$ cat src/pin_req_pkg.sv
// shared constants for the external request pin logic
package pin_req_pkg;

  // ---------------------------------------------------------------
  // request lines: 0..4 external, 5..6 extra (transfer request pins)
  // ---------------------------------------------------------------
  localparam int NUM_LINES = 7;
  localparam int NUM_SYNC = 37;             // 32 mux pins + lines 0,1,3 + nmi + hold
  localparam logic [NUM_LINES-1:0] LEVEL_ONLY = 7'h60;

  // ---------------------------------------------------------------
  // register offsets (byte addresses)
  // ---------------------------------------------------------------
  localparam logic [7:0] OFS_CTRL = 8'h00;
  localparam logic [7:0] OFS_STATUS = 8'h04;
  localparam logic [7:0] OFS_MASK = 8'h08;
  localparam logic [7:0] OFS_VECTOR = 8'h0C;
  localparam logic [7:0] OFS_PIN_MODE = 8'h10;
  localparam logic [7:0] OFS_PIN_DIR = 8'h14;
  localparam logic [7:0] OFS_PIN_OUT = 8'h18;
  localparam logic [7:0] OFS_PIN_IN = 8'h1C;
  localparam logic [7:0] OFS_TMR0 = 8'h20;
  localparam logic [7:0] OFS_TMR1 = 8'h24;
  localparam logic [7:0] OFS_TMR_CNT = 8'h28;

  // ---------------------------------------------------------------
  // control register fields
  // ---------------------------------------------------------------
  localparam int CTRL_EDGE_LSB = 0;         // 5 bits, 1 = edge triggered
  localparam int CTRL_CASCADE = 5;
  localparam int CTRL_SLAVE = 6;
  localparam int CTRL_XFER_FREE_LSB = 7;    // 2 bits, channel unused
  localparam int CTRL_TMR_EXT_LSB = 9;      // 2 bits, count timer input edges
  localparam int CTRL_TMR_CONT_LSB = 11;    // 2 bits, continuous waveform
  localparam int CTRL_TMR_RUN_LSB = 13;     // 2 bits
  localparam logic [31:0] CTRL_WMASK = 32'h00007FFF;

  // ---------------------------------------------------------------
  // status bits
  // ---------------------------------------------------------------
  localparam int ST_NMI = 7;
  localparam int ST_TIN_LSB = 8;
  localparam int ST_SELECT = 10;
  localparam logic [31:0] ST_WMASK = 32'h000007FF;

  // ---------------------------------------------------------------
  // mux pin positions and reset values
  // ---------------------------------------------------------------
  localparam int PIN_TIN1 = 0;
  localparam int PIN_WAVE1 = 1;
  localparam int PIN_WAVE0 = 10;
  localparam int PIN_TIN0 = 11;
  localparam int PIN_XFER0 = 12;
  localparam int PIN_XFER1 = 13;
  localparam int PIN_LINE4 = 30;
  localparam int PIN_LINE2 = 31;
  localparam logic [31:0] PIN_MODE_RST = 32'hFFFFFC0F;  // pins 4..9 keep function
  localparam logic [31:0] PIN_DIR_RST = 32'h00000000;
  localparam logic [31:0] PULL_DOWN_SET = 32'h00C00402; // pins 1, 10, 22, 23

  // ---------------------------------------------------------------
  // timing
  // ---------------------------------------------------------------
  localparam int CLK_PERIOD_PS = 5000;
  localparam int TICK_PERIOD_NS = 20;       // internal timer tick
  localparam int TICK_CYCLES = (TICK_PERIOD_NS * 1000) / CLK_PERIOD_PS;

endpackage : pin_req_pkg

$ cat src/req_if.sv
// carrier between the control logic and the request detector
`timescale 1ns/100ps
interface req_if;
  import pin_req_pkg::*;
  logic [NUM_LINES-1:0] level;
  logic [NUM_LINES-1:0] edgeMode;
  logic [NUM_LINES-1:0] ack;
  logic [NUM_LINES-1:0] pending;
  modport ctrl (output level, output edgeMode, output ack, input pending);
  modport det (input level, input edgeMode, input ack, output pending);
endinterface : req_if

$ cat src/external_request_pin_logic.sv
// pin-level request logic: external requests, cascade pins, timer pins, mux pins
//
// Summary of operation
// - external request inputs are active high, edge or level recognised per line.
// - recognised enabled request raises interrupt and reports that line's vector.
// - lines zero to three behave like line four, own vector only.
// - cascade mode turns line three and two pins into acknowledges one, zero.
// - in slave mode line three pin outputs our interrupt request.
// - timer inputs synchronised; rising edges are counted in external count mode.
// - timer outputs give single pulse or duty waveform, float in hold, reset.
// - transfer request inputs active high, synchronised level, never latched.
// - unused channel's request pin acts as extra interrupt request.
// - extra interrupt inputs are level only, pending while high.
// - each of 32 mux pins becomes general purpose via mode, direction bits.
// - reset pulls pins 1,10,22,23 down, keeps 4..9, pulls others up.
// - non-maskable request recognised on rising edge, own vector; here it is still gated by mask bit ST_NMI like the other lines.
//
// The implementer's own choices: the AXI4-Lite register port and the register addresses.
`timescale 1ns/100ps
module external_request_pin_logic
  import pin_req_pkg::*;
(
  // clock and reset
  input wire logic mclk,
  input wire logic rst_n,
  // axi4-lite write address and data
  input wire logic [7:0] s_axi_awaddr,
  input wire logic s_axi_awvalid,
  output logic s_axi_awready,
  input wire logic [31:0] s_axi_wdata,
  input wire logic [3:0] s_axi_wstrb,
  input wire logic s_axi_wvalid,
  output logic s_axi_wready,
  // axi4-lite write response
  output logic [1:0] s_axi_bresp,
  output logic s_axi_bvalid,
  input wire logic s_axi_bready,
  // axi4-lite read
  input wire logic [7:0] s_axi_araddr,
  input wire logic s_axi_arvalid,
  output logic s_axi_arready,
  output logic [31:0] s_axi_rdata,
  output logic [1:0] s_axi_rresp,
  output logic s_axi_rvalid,
  input wire logic s_axi_rready,
  // dedicated request pins
  input wire logic ext_request_line0,
  input wire logic ext_request_line1,
  input wire logic ext_request_line3In,
  output logic ext_request_line3Out,
  output logic ext_request_line3Oe,
  input wire logic nmiRequest,
  input wire logic busHold,
  // 32 multiplexed pins
  input wire logic [31:0] general_purpose_pinIn,
  output logic [31:0] general_purpose_pinOut,
  output logic [31:0] general_purpose_pinOe,
  output logic [31:0] pullUpEn,
  output logic [31:0] pullDownEn,
  // interrupt to the core
  output logic interrupt
);

  // ---------------------------------------------------------------
  // registers and state
  // ---------------------------------------------------------------
  logic [31:0] ctrl_q;
  logic [31:0] status_q;
  logic [31:0] mask_q;
  logic [31:0] pinMode_q;
  logic [31:0] pinDir_q;
  logic [31:0] pinOut_q;
  logic [31:0] tmrCfg_q [2];
  logic [15:0] tmrCnt_q [2];
  logic [1:0] tmrDone_q;
  logic [1:0] tmrWave;
  logic [7:0] awAddr_q;
  logic awHave_q;
  logic [31:0] wData_q;
  logic [3:0] wStrb_q;
  logic wHave_q;
  logic [1:0] ackPin_q;
  logic nmiPrev_q;
  logic selPrev_q;
  logic [1:0] tinPrev_q;
  logic [7:0] divCnt_q;
  logic divTick;

  logic [NUM_SYNC-1:0] syncIn;
  logic [NUM_SYNC-1:0] syncOut;
  logic [31:0] gpS;
  logic [31:0] funcIn;
  logic line0S;
  logic line1S;
  logic line3S;
  logic nmiS;
  logic holdS;
  logic [1:0] tinS;
  logic [1:0] xferS;
  logic [1:0] xferFree;
  logic doWrite;
  logic wrHit;
  logic [6:0] ackVec;
  logic [31:0] events;
  logic [31:0] active;
  logic [3:0] topLine;
  logic topValid;

  req_if req ();

  // ---------------------------------------------------------------
  // helper functions
  // ---------------------------------------------------------------
  function automatic logic [31:0] applyStrb(input logic [31:0] old, input logic [31:0] dat,
                                            input logic [3:0] strb);
    logic [31:0] res;
    res = old;
    for (int b = 0; b < 4; b++) begin
      if (strb[b]) begin
        res[b*8 +: 8] = dat[b*8 +: 8];
      end
    end
    return res;
  endfunction : applyStrb

  function automatic logic isMapped(input logic [7:0] addr);
    return (addr[1:0] == 2'b00) && (addr <= OFS_TMR_CNT);
  endfunction : isMapped

  // ---------------------------------------------------------------
  // input synchronisation
  // ---------------------------------------------------------------
  assign syncIn = {busHold, nmiRequest, ext_request_line3In, ext_request_line1,
                   ext_request_line0, general_purpose_pinIn};

  pin_sync #(.W(NUM_SYNC)) u_sync (
    .mclk(mclk),
    .rst_n(rst_n),
    .async(syncIn),
    .synced(syncOut)
  );

  assign gpS = syncOut[31:0];
  assign line0S = syncOut[32];
  assign line1S = syncOut[33];
  assign line3S = syncOut[34];
  assign nmiS = syncOut[35];
  assign holdS = syncOut[36];
  // a pin in general-purpose mode no longer feeds its function
  assign funcIn = gpS & ~pinMode_q;
  assign tinS = {funcIn[PIN_TIN1], funcIn[PIN_TIN0]};
  assign xferS = {funcIn[PIN_XFER1], funcIn[PIN_XFER0]};
  assign xferFree = ctrl_q[CTRL_XFER_FREE_LSB +: 2];

  // ---------------------------------------------------------------
  // request recognition
  // ---------------------------------------------------------------
  // line 3 and line 2 pins carry requests only when not used as outputs
  always_comb begin
    req.level[0] = line0S;
    req.level[1] = line1S & ~ctrl_q[CTRL_SLAVE];                       // select in slave mode
    req.level[2] = funcIn[PIN_LINE2] & ~ctrl_q[CTRL_CASCADE];
    req.level[3] = line3S & ~ctrl_q[CTRL_CASCADE] & ~ctrl_q[CTRL_SLAVE];
    req.level[4] = funcIn[PIN_LINE4];
    req.level[5] = xferS[0] & xferFree[0];
    req.level[6] = xferS[1] & xferFree[1];
  end
  assign req.edgeMode = {2'b00, ctrl_q[CTRL_EDGE_LSB +: 5]};
  assign req.ack = ackVec;

  req_detect u_detect (
    .mclk(mclk),
    .rst_n(rst_n),
    .req(req)
  );

  // ---------------------------------------------------------------
  // edge tracking for nmi, select and timer inputs
  // ---------------------------------------------------------------
  always_ff @(posedge mclk) begin
    if (!rst_n) begin
      nmiPrev_q <= 1'b0;
      selPrev_q <= 1'b0;
      tinPrev_q <= 2'b00;
    end else begin
      nmiPrev_q <= nmiS;
      selPrev_q <= line1S;
      tinPrev_q <= tinS;
    end
  end

  // events feeding the sticky status; pending lines re-set while they stay pending
  always_comb begin
    events = '0;
    events[NUM_LINES-1:0] = req.pending;
    events[ST_NMI] = nmiS & ~nmiPrev_q;
    events[ST_TIN_LSB +: 2] = tinS & ~tinPrev_q;
    // type on the bus only counts once line zero is already up
    events[ST_SELECT] = ctrl_q[CTRL_SLAVE] & line1S & ~selPrev_q & line0S;
  end

  // ---------------------------------------------------------------
  // axi4-lite write path
  // ---------------------------------------------------------------
  assign s_axi_awready = !awHave_q;
  assign s_axi_wready = !wHave_q;
  assign doWrite = awHave_q && wHave_q && !s_axi_bvalid;
  assign wrHit = doWrite && isMapped(awAddr_q);

  // address and data may arrive in either order
  always_ff @(posedge mclk) begin
    if (!rst_n) begin
      awHave_q <= 1'b0;
      awAddr_q <= 8'h00;
      wHave_q <= 1'b0;
      wData_q <= 32'h00000000;
      wStrb_q <= 4'h0;
    end else begin
      if (s_axi_awvalid && s_axi_awready) begin
        awHave_q <= 1'b1;
        awAddr_q <= s_axi_awaddr;
      end else if (doWrite) begin
        awHave_q <= 1'b0;
      end
      if (s_axi_wvalid && s_axi_wready) begin
        wHave_q <= 1'b1;
        wData_q <= s_axi_wdata;
        wStrb_q <= s_axi_wstrb;
      end else if (doWrite) begin
        wHave_q <= 1'b0;
      end
    end
  end

  // write response; unmapped addresses answer slverr
  always_ff @(posedge mclk) begin
    if (!rst_n) begin
      s_axi_bvalid <= 1'b0;
      s_axi_bresp <= 2'b00;
    end else if (doWrite) begin
      s_axi_bvalid <= 1'b1;
      s_axi_bresp <= isMapped(awAddr_q) ? 2'b00 : 2'b10;
    end else if (s_axi_bready) begin
      s_axi_bvalid <= 1'b0;
    end
  end

  // software registers
  always_ff @(posedge mclk) begin
    if (!rst_n) begin
      ctrl_q <= 32'h00000000;
      mask_q <= 32'h00000000;
      pinMode_q <= PIN_MODE_RST;
      pinDir_q <= PIN_DIR_RST;
      pinOut_q <= 32'h00000000;
      tmrCfg_q[0] <= 32'h00000000;
      tmrCfg_q[1] <= 32'h00000000;
    end else if (wrHit) begin
      case (awAddr_q)
        OFS_CTRL: ctrl_q <= applyStrb(ctrl_q, wData_q, wStrb_q) & CTRL_WMASK;
        OFS_MASK: mask_q <= applyStrb(mask_q, wData_q, wStrb_q) & ST_WMASK;
        OFS_PIN_MODE: pinMode_q <= applyStrb(pinMode_q, wData_q, wStrb_q);
        OFS_PIN_DIR: pinDir_q <= applyStrb(pinDir_q, wData_q, wStrb_q);
        OFS_PIN_OUT: pinOut_q <= applyStrb(pinOut_q, wData_q, wStrb_q);
        OFS_TMR0: tmrCfg_q[0] <= applyStrb(tmrCfg_q[0], wData_q, wStrb_q);
        OFS_TMR1: tmrCfg_q[1] <= applyStrb(tmrCfg_q[1], wData_q, wStrb_q);
        default: ;
      endcase
    end
  end

  // sticky status, write one to clear; a new event in the same cycle stays set
  always_ff @(posedge mclk) begin
    if (!rst_n) begin
      status_q <= 32'h00000000;
    end else if (wrHit && awAddr_q == OFS_STATUS && wStrb_q[1:0] != 2'b00) begin
      status_q <= (status_q & ~(wData_q & ST_WMASK)) | events;
    end else begin
      status_q <= status_q | events;
    end
  end

  // writing the vector register acknowledges one line by number
  always_comb begin
    ackVec = '0;
    if (wrHit && awAddr_q == OFS_VECTOR && wStrb_q[0] && wData_q[3:0] < 4'd7) begin
      ackVec[wData_q[2:0]] = 1'b1;
    end
  end

  // ---------------------------------------------------------------
  // interrupt and vector
  // ---------------------------------------------------------------
  assign active = status_q & mask_q;
  assign interrupt = |active;

  // nmi outranks every maskable line, then the lowest line number wins
  always_comb begin
    topLine = 4'd0;
    topValid = 1'b0;
    if (active[ST_NMI]) begin
      topLine = 4'd7;
      topValid = 1'b1;
    end else begin
      for (int i = NUM_LINES - 1; i >= 0; i--) begin
        if (active[i]) begin
          topLine = i[3:0];
          topValid = 1'b1;
        end
      end
    end
  end

  // ---------------------------------------------------------------
  // cascade acknowledge and slave request pin
  // ---------------------------------------------------------------
  // one-cycle acknowledge pulse when software acks line one or zero
  always_ff @(posedge mclk) begin
    if (!rst_n) begin
      ackPin_q <= 2'b00;
    end else begin
      ackPin_q <= ctrl_q[CTRL_CASCADE] ? ackVec[1:0] : 2'b00;
    end
  end

  // slave mode wins over cascade for the line three pin
  always_ff @(posedge mclk) begin
    if (!rst_n) begin
      ext_request_line3Out <= 1'b0;
      ext_request_line3Oe <= 1'b0;
    end else if (ctrl_q[CTRL_SLAVE]) begin
      ext_request_line3Out <= interrupt;
      ext_request_line3Oe <= 1'b1;
    end else begin
      ext_request_line3Out <= ackPin_q[1];
      ext_request_line3Oe <= ctrl_q[CTRL_CASCADE];
    end
  end

  // ---------------------------------------------------------------
  // timers: tick divider, counters and waveforms
  // ---------------------------------------------------------------
  assign divTick = (divCnt_q == 8'(TICK_CYCLES - 1));

  always_ff @(posedge mclk) begin
    if (!rst_n) begin
      divCnt_q <= 8'h00;
    end else begin
      divCnt_q <= divTick ? 8'h00 : divCnt_q + 8'h01;
    end
  end

  // cfg low half is the period, high half the high time of the waveform
  always_ff @(posedge mclk) begin
    if (!rst_n) begin
      tmrCnt_q[0] <= 16'h0000;
      tmrCnt_q[1] <= 16'h0000;
      tmrDone_q <= 2'b00;
    end else begin
      for (int t = 0; t < 2; t++) begin
        if (!ctrl_q[CTRL_TMR_RUN_LSB + t]) begin
          tmrCnt_q[t] <= 16'h0000;
          tmrDone_q[t] <= 1'b0;
        end else if (!tmrDone_q[t] && (ctrl_q[CTRL_TMR_EXT_LSB + t] ? events[ST_TIN_LSB + t]
                                       : divTick)) begin
          if (tmrCnt_q[t] >= tmrCfg_q[t][15:0]) begin
            tmrCnt_q[t] <= 16'h0000;
            tmrDone_q[t] <= ~ctrl_q[CTRL_TMR_CONT_LSB + t];
          end else begin
            tmrCnt_q[t] <= tmrCnt_q[t] + 16'h0001;
          end
        end
      end
    end
  end

  always_comb begin
    for (int t = 0; t < 2; t++) begin
      tmrWave[t] = ctrl_q[CTRL_TMR_RUN_LSB + t] & ~tmrDone_q[t] &
                   (tmrCnt_q[t] < tmrCfg_q[t][31:16]);
    end
  end

  // ---------------------------------------------------------------
  // mux pin drive and pulls
  // ---------------------------------------------------------------
  // registered so pins stay quiet through reset; timer outputs float in hold
  always_ff @(posedge mclk) begin
    if (!rst_n) begin
      general_purpose_pinOut <= 32'h00000000;
      general_purpose_pinOe <= 32'h00000000;
      pullUpEn <= PIN_MODE_RST & ~PULL_DOWN_SET;
      pullDownEn <= PULL_DOWN_SET;
    end else begin
      general_purpose_pinOut <= pinOut_q & pinMode_q;
      general_purpose_pinOe <= pinMode_q & pinDir_q;
      if (!pinMode_q[PIN_WAVE0]) begin
        general_purpose_pinOut[PIN_WAVE0] <= tmrWave[0];
        general_purpose_pinOe[PIN_WAVE0] <= ~holdS;
      end
      if (!pinMode_q[PIN_WAVE1]) begin
        general_purpose_pinOut[PIN_WAVE1] <= tmrWave[1];
        general_purpose_pinOe[PIN_WAVE1] <= ~holdS;
      end
      if (!pinMode_q[PIN_LINE2] && ctrl_q[CTRL_CASCADE]) begin
        general_purpose_pinOut[PIN_LINE2] <= ackPin_q[0];
        general_purpose_pinOe[PIN_LINE2] <= 1'b1;
      end
      pullUpEn <= pinMode_q & ~pinDir_q & ~PULL_DOWN_SET;
      pullDownEn <= pinMode_q & ~pinDir_q & PULL_DOWN_SET;
    end
  end

  // ---------------------------------------------------------------
  // axi4-lite read path
  // ---------------------------------------------------------------
  assign s_axi_arready = !s_axi_rvalid;

  // data held stable until the master takes it
  always_ff @(posedge mclk) begin
    if (!rst_n) begin
      s_axi_rvalid <= 1'b0;
      s_axi_rdata <= 32'h00000000;
      s_axi_rresp <= 2'b00;
    end else if (s_axi_arvalid && s_axi_arready) begin
      s_axi_rvalid <= 1'b1;
      s_axi_rresp <= isMapped(s_axi_araddr) ? 2'b00 : 2'b10;
      case (s_axi_araddr)
        OFS_CTRL: s_axi_rdata <= ctrl_q;
        OFS_STATUS: s_axi_rdata <= status_q;
        OFS_MASK: s_axi_rdata <= mask_q;
        OFS_VECTOR: s_axi_rdata <= {24'h000000, topValid, 3'b000, topLine};
        OFS_PIN_MODE: s_axi_rdata <= pinMode_q;
        OFS_PIN_DIR: s_axi_rdata <= pinDir_q;
        OFS_PIN_OUT: s_axi_rdata <= pinOut_q;
        OFS_PIN_IN: s_axi_rdata <= gpS;
        OFS_TMR0: s_axi_rdata <= tmrCfg_q[0];
        OFS_TMR1: s_axi_rdata <= tmrCfg_q[1];
        OFS_TMR_CNT: s_axi_rdata <= {tmrCnt_q[1], tmrCnt_q[0]};
        default: s_axi_rdata <= 32'h00000000;
      endcase
    end else if (s_axi_rready) begin
      s_axi_rvalid <= 1'b0;
    end
  end

endmodule : external_request_pin_logic

$ cat src/pin_sync.sv
// three-stage synchroniser; a change is taken once stages two and three agree
`timescale 1ns/100ps
module pin_sync #(
  parameter int W = 1
) (
  // clock and reset
  input wire logic mclk,
  input wire logic rst_n,
  // data
  input wire logic [W-1:0] async,
  output logic [W-1:0] synced
);

  logic [W-1:0] st1_q;
  logic [W-1:0] st2_q;
  logic [W-1:0] st3_q;

  // stage one feeds stage two only, metastability settles there
  always_ff @(posedge mclk) begin
    if (!rst_n) begin
      st1_q <= '0;
      st2_q <= '0;
      st3_q <= '0;
    end else begin
      st1_q <= async;
      st2_q <= st1_q;
      st3_q <= st2_q;
    end
  end

  // accept per bit only when the two later stages match
  always_ff @(posedge mclk) begin
    if (!rst_n) begin
      synced <= '0;
    end else begin
      for (int i = 0; i < W; i++) begin
        if (st2_q[i] == st3_q[i]) begin
          synced[i] <= st3_q[i];
        end
      end
    end
  end

endmodule : pin_sync

$ cat src/req_detect.sv
// edge or level recognition of the request lines
`timescale 1ns/100ps
module req_detect
  import pin_req_pkg::*;
(
  // clock and reset
  input wire logic mclk,
  input wire logic rst_n,
  // request lines
  req_if.det req
);

  logic [NUM_LINES-1:0] prev_q;
  logic [NUM_LINES-1:0] latch_q;
  logic [NUM_LINES-1:0] useEdge;

  // extra lines never latch, whatever software asks
  assign useEdge = req.edgeMode & ~LEVEL_ONLY;

  // edge latch; a new edge in the ack cycle wins over the clear
  always_ff @(posedge mclk) begin
    if (!rst_n) begin
      prev_q <= '0;
      latch_q <= '0;
    end else begin
      prev_q <= req.level;
      latch_q <= (latch_q & ~req.ack) | (req.level & ~prev_q);
    end
  end

  // level mode follows the pin, so a dropped level drops the request
  assign req.pending = (useEdge & latch_q) | (~useEdge & req.level);

endmodule : req_detect

$ cat config.mk
export PLATFORM = sky130hd
export DESIGN_NAME = external_request_pin_logic
export DESIGN_NICKNAME = d
export VERILOG_FILES = /design/src/pin_req_pkg.sv /design/src/req_if.sv /design/src/external_request_pin_logic.sv /design/src/pin_sync.sv /design/src/req_detect.sv
export SDC_FILE = /design/constraint.sdc
export NUM_CORES = 1
export LEC_CHECK = 0
export BUFFER_PORTS_ARGS = -buffer_cell sky130_fd_sc_hd__buf_2
export CORE_ASPECT_RATIO = 0.6
export CORE_MARGIN = 2
export CORE_UTILIZATION = 23
export CTS_CLUSTER_DIAMETER = 80
export CTS_CLUSTER_SIZE = 14
export DETAILED_ROUTE_END_ITERATION = 8
export PLACE_DENSITY = 0.42
export SLEW_MARGIN = 15
export SYNTH_ARGS = -nofsm -noshare
export SYNTH_HDL_FRONTEND = slang
export SYNTH_SLANG_ARGS = --single-unit
$ cat constraint.sdc
create_clock -name mclk -period 2.3 [get_ports mclk]
set_input_delay 0.575 -clock mclk [delete_from_list [all_inputs] [get_ports mclk]]
set_output_delay 0.575 -clock mclk [all_outputs]
set_load 0.01 [all_outputs]
== Word-level counts from Yosys, hierarchy flattened ==
Memories as Yosys holds them, arrays and structs flattened.
Cells that the tools add are included.
Word-level totals
  bits in registers: 546
  RAM bits: 96
  output and inout port bits: 172
  logic and storage cells: 379
  memories kept: 2
Memory list
  tmrCfg_q: depth 2, bits a word 32, read ports 2, clocked after memory_dff 0, wr ports 2, line external_request_pin_logic.sv:73  | logic [31:0] tmrCfg_q [2];
  tmrCnt_q: depth 2, bits a word 16, read ports 2, clocked after memory_dff 0, wr ports 2, line external_request_pin_logic.sv:74  | logic [15:0] tmrCnt_q [2];
Cells by class
  $add $sub $neg: 3
  order comparisons: 9
  eq/ne operators: 56
  mux-type cells: 115
  bitwise operators: 54
  reductions and logical operators: 56
Operators by type and width (count)
  one-hot mux 32 bit (11 select lines): 1
  two-way mux 8 bit: 32
  bitwise AND 32 bit: 5
  two-way mux 16 bit: 6
  two-way mux 32 bit: 3
  NOT 32 bit: 2
  OR 32 x 11 -> 32 bit: 2
  two-way mux 1 bit: 61
  equality test 8 x 5 -> 1 bit (second input constant): 7
  AND reduction 3 bit: 16
  equality test 8 x 6 -> 1 bit (second input constant): 5
  equality test 1 bit: 37
  adder 16 x 1 -> 16 bit (second input constant): 2
  bitwise AND 32 x 11 -> 32 bit: 1
  equality test 8 x 4 -> 1 bit (second input constant): 4
  greater-or-equal comparator 16 bit: 2
  less-than comparator 16 bit: 2
  NOT 11 -> 32 bit: 1
  OR reduction 32 bit: 1
  two-way mux 4 bit: 7
  bitwise AND 7 bit: 3
  logical AND 1 bit: 17
  equality test 8 x 3 -> 1 bit (second input constant): 2
  less-or-equal comparator 8 x 6 -> 1 bit (second input constant): 2
  other kinds (24): 72

== Depth between registers and ports, before layout ==
  depth after elaboration: 11
  depth in mapped cells: 8
  mapped depth without buffers: 7

== Modules after synthesis ==
Synthesis repeated with hierarchy kept, for this count alone.
Unflattened totals
  cell total of the unflattened synthesis: 2385
  area, all modules: 23470.0 µm²
Modules (own cells, without submodules)
  external_request_pin_logic: times used 1, cells each 1962, area an instance 18652.9 µm², seq. area each 9469.1 µm²
  pin_sync: times used 1, cells each 386, area an instance 4408.0 µm², seq. area each 2962.8 µm²
  req_detect: times used 1, cells each 37, area an instance 409.1 µm², seq. area each 200.2 µm²

== Worst setup path after synthesis ==
Ideal clock, no wire load.
  kind: register to register
  from: memory tmrCnt_q[0][13]
  to: memory tmrCnt_q[0][10] (data pin)
  data arrival time: 2.120 ns
  path slack: -0.077 ns
  stages on the path, launching flop included: 8
  buffers on the path: 1
  cell sequence: edfxtp_1 > ha_1 > nand4_1 > or4_1 > o32a_1 > nand3_1 > buf_2 > nor2_1
RTL lines (line)
  from (decl): external_request_pin_logic.sv:74

== Worst setup path in the final report ==
  from: register mask_q[6]
  to: output interrupt
Between the ends
  longest elaborated chain between the ends: 2
Ends and longest elaborated chain
  from (decl): line external_request_pin_logic.sv:69  | logic [31:0] mask_q;
  from (signal assigned): line external_request_pin_logic.sv:261  | OFS_MASK: mask_q <= applyStrb(mask_q, wData_q, wStrb_q) & ST_WMASK;
  bitwise AND 32 x 11 -> 32 bit: line external_request_pin_logic.sv:294  | assign active = status_q & mask_q;
  OR reduction 32 bit: line external_request_pin_logic.sv:295  | assign interrupt = |active;
  to (decl): line external_request_pin_logic.sv:61  | output logic interrupt
Every way passes these cells.

==> results.sh <==
export IMPL_status="complete, but fails checks"
export IMPL_violations="negative setup slack"
export IMPL_grt_overflow=0
export IMPL_drv_cap=0
export IMPL_critPathMaxFanout=4
export IMPL_die_w_um=417
export IMPL_fp_dieH_um=252
export IMPL_drt_iter0_drc=1903
export IMPL_synth_top_cell_by_area="dfxtp_1"
export IMPL_grtUsageMet3_pct=3.63
export IMPL_clock_latency_ns=0.65
export IMPL_cp_start_kind="flip-flop"
export IMPL_ioPinCount=268
export IMPL_clk_path_buf_depth=3
export IMPL_skew_ns=0.0629
export IMPL_max_slew_margin_pct=44.2
export IMPL_critPathLaunch="mask_q[6]"
export IMPL_netlist_instances=2411
export IMPL_fillCellCount=10700
export IMPL_syn_area_um2=23500
export IMPL_final_hold_viol_count=0
export IMPL_p_leak_nw=11.6
export IMPL_area_growth_pct=23.3
export IMPL_synthTopCellsByCount="dfxtp_1, nand2_1, nor2_1, and2_1, o21ai_0"
export IMPL_antenna_found_initial=5
export IMPL_routedWlPerCell_um=22.6
export IMPL_layout_drive_gt1_share_pct=20.8
export IMPL_grt_util_met1_pct=26.1
export IMPL_synth_edff_count=96
export IMPL_required_ns=1.73
export IMPL_synth_top_area_share_pct=41.4
export IMPL_setup_violations=6
export IMPL_netlist_cell_type_count=78
export IMPL_r2r_start="tmrCnt_q[0][9]"
export IMPL_die_area_um2=105000
export IMPL_worst_setup_path_type="reg2out"
export IMPL_top_usage_layer="met1"
export IMPL_cts_root_buf="clkbuf_16"
export IMPL_postLayoutCoreUtil_pct=28.7
export IMPL_path_clk_slew_ns=0.07
export IMPL_p_total_w=0.0197
export IMPL_ant_nets=0
export IMPL_ys_warn_count=0
export IMPL_tightest_slew_ns=0.826
export IMPL_hpwl_mm=70.4
export IMPL_gr_usage_met2_pct=24.7
export IMPL_layout_min_cycle_time_ns=2.60
export IMPL_wl_mm=93.2
export IMPL_ys_ff_latch=583
export IMPL_final_max_slew_violation_count=0
export IMPL_start_util_pct=23.3
export IMPL_cts_tree="done"
export IMPL_hold_ws_ns=0.141
export IMPL_crit_path_end_kind="output pin"
export IMPL_hold_class="in2reg"
export IMPL_grt_max_degree=122
export IMPL_grt_pass1_wl_mm=133
export IMPL_powerDensity_nw_per_um2=679
export IMPL_peakVddDrop_uv=468
export IMPL_hold_buffers=0
export IMPL_post_route_drc_count=0
export IMPL_fin_ws_ns=-0.302
export IMPL_yosys_cell_count_top_type="dfxtp_1"
export IMPL_cp_arrival_ns=2.03
export IMPL_rows=90
export IMPL_via_per_inst=4.61
export IMPL_synth_area_top_cells="dfxtp_1, edfxtp_1, nand2_1"
export IMPL_holdCritStartpoint="busHold"
export IMPL_fmax_ghz=0.384
export IMPL_drtPass1Iterations=7
export IMPL_gp_congestion=0.921
export IMPL_cts_made_buffers=48
export IMPL_ys_seq_area_share_pct=53.7
export IMPL_dp_slack_ns=-0.0850
export IMPL_clock_sinks=583
export IMPL_ys_flop_type="dfxtp_1"
export IMPL_num_vias=19000
export IMPL_nNetsFinal=2928
export IMPL_grt_util_all_layers_pct=17.4
export IMPL_synthArstFlopShare_pct=0
export IMPL_grt_setup_unrepaired="yes"
export IMPL_numPortBuffers=233
export IMPL_setup_tns_ns=-0.366
export IMPL_htreeDepth=2
export IMPL_finalCritPeriodShare_pct=113
export IMPL_coreArea_um2=101000
export IMPL_syn_avg_cell_area_um2=9.77
export IMPL_grt_pass1_vias=18300
[critical path, stage by stage (launching register included)]
cell and delay (ns):
dfxtp_2 0.35, a222oi_1 0.42, nand3b_1 0.20, nor2b_1 0.15
buf_4 0.16, inv_2 0.04, buf_6 0.11
[logic make-up after synthesis]
logic type	share of synthesized area [%]
adder cells (fa/ha/maj)	3.45
multiplexers	4.81
AND/OR/NAND/NOR	18.1
XOR/XNOR	1.23
AO/OA/AOI/OAI	13.6
other	0.0159
flip-flops	53.7
buffers and inverters	5.11
[where the power goes]
part	switching, W	internal [W]
Combinational	0.000700	0.000399
Sequential	0.000202	0.0105
Clock	0.00395	0.00395
[state kept, by name (all words and copies together) (netlist names), 37 cells and up]
register,cells
u_sync.st2_q,37
u_sync.st3_q,37
tmrCfg_q,64
u_sync.synced,37
u_sync.st1_q,37
[cell type report]
cell class | count | area (um2) | area share (%)
Antenna cell | 1 | 2.50 | 0.00862
Clock buffer | 63 | 1270 | 4.37
Clock inverter | 4 | 71.3 | 0.246
Tap cell | 1334 | 1670 | 5.75
Sequential cell | 583 | 12600 | 43.6
Multi-Input combinational cell | 1596 | 10000 | 34.5
Timing Repair Buffer | 432 | 2950 | 10.1
Inverter | 106 | 403 | 1.39
[layout by cell type (no fill, tap or decap), types with 7 or more instances in the layout]
cell type	netlist	final
clkbuf_1	78	14
o22ai_1	12	12
nand4_1	15	15
buf_12	0	20
nor2_1	169	154
a21oi_1	130	129
buf_4	37	176
edfxtp_1	96	96
dfxtp_1	487	479
mux2_2	19	19
nor3_1	16	16
a22oi_1	36	35
nor2b_1	9	8
nand3_1	70	68
buf_2	28	231
conb_1	1	34
and3_1	72	72
o21ai_0	145	145
a222oi_1	17	17
inv_1	105	104
a221oi_1	21	21
o211ai_1	26	26
nor2_2	11	18
mux2i_1	85	85
nor2_4	0	8
a21boi_0	9	9
or4b_1	7	7
ha_1	65	62
xnor2_1	13	13
xor2_1	20	20
a22o_1	12	12
clkbuf_16	0	48
o21ai_1	33	33
o21a_1	10	10
nand2_1	271	271
dfxtp_2	0	7
and2_1	154	154
[what timing repair did]
action	in CTS	in global routing
endpoints found under the setup margin	17	38
gates resized for setup	15	37
setup buffers	6	6
gates cloned	1	0
pin swaps	13	13
[layer usage]
metal	part of all wire (%)	wire length, um	up-vias
li1	-	-	9072
met5	0.014	13	-
met1	50	46300	9167
met2	40	37600	644
met4	2.8	2580	2
met3	7.1	6640	122
[metrics by stage]
step	cell area, um2	std cells
finish	29000	4119
global placement	27400	4038
global route	29000	4118
detailed placement	27400	4038
floorplan	23700	2444
CTS	28800	4112
[path summary, 6_finish.rpt]
check                          end  slack (ns)  cells after the start
setup / recovery         interrupt       -0.30                      6
setup reg to reg   tmrCnt_q[0][15]       -0.02                      7
hold / removal    u_sync.st1_q[36]        0.14                      2
hold reg to reg   u_sync.st2_q[34]        0.39                      1
Power figures use the tool's default switching activity.
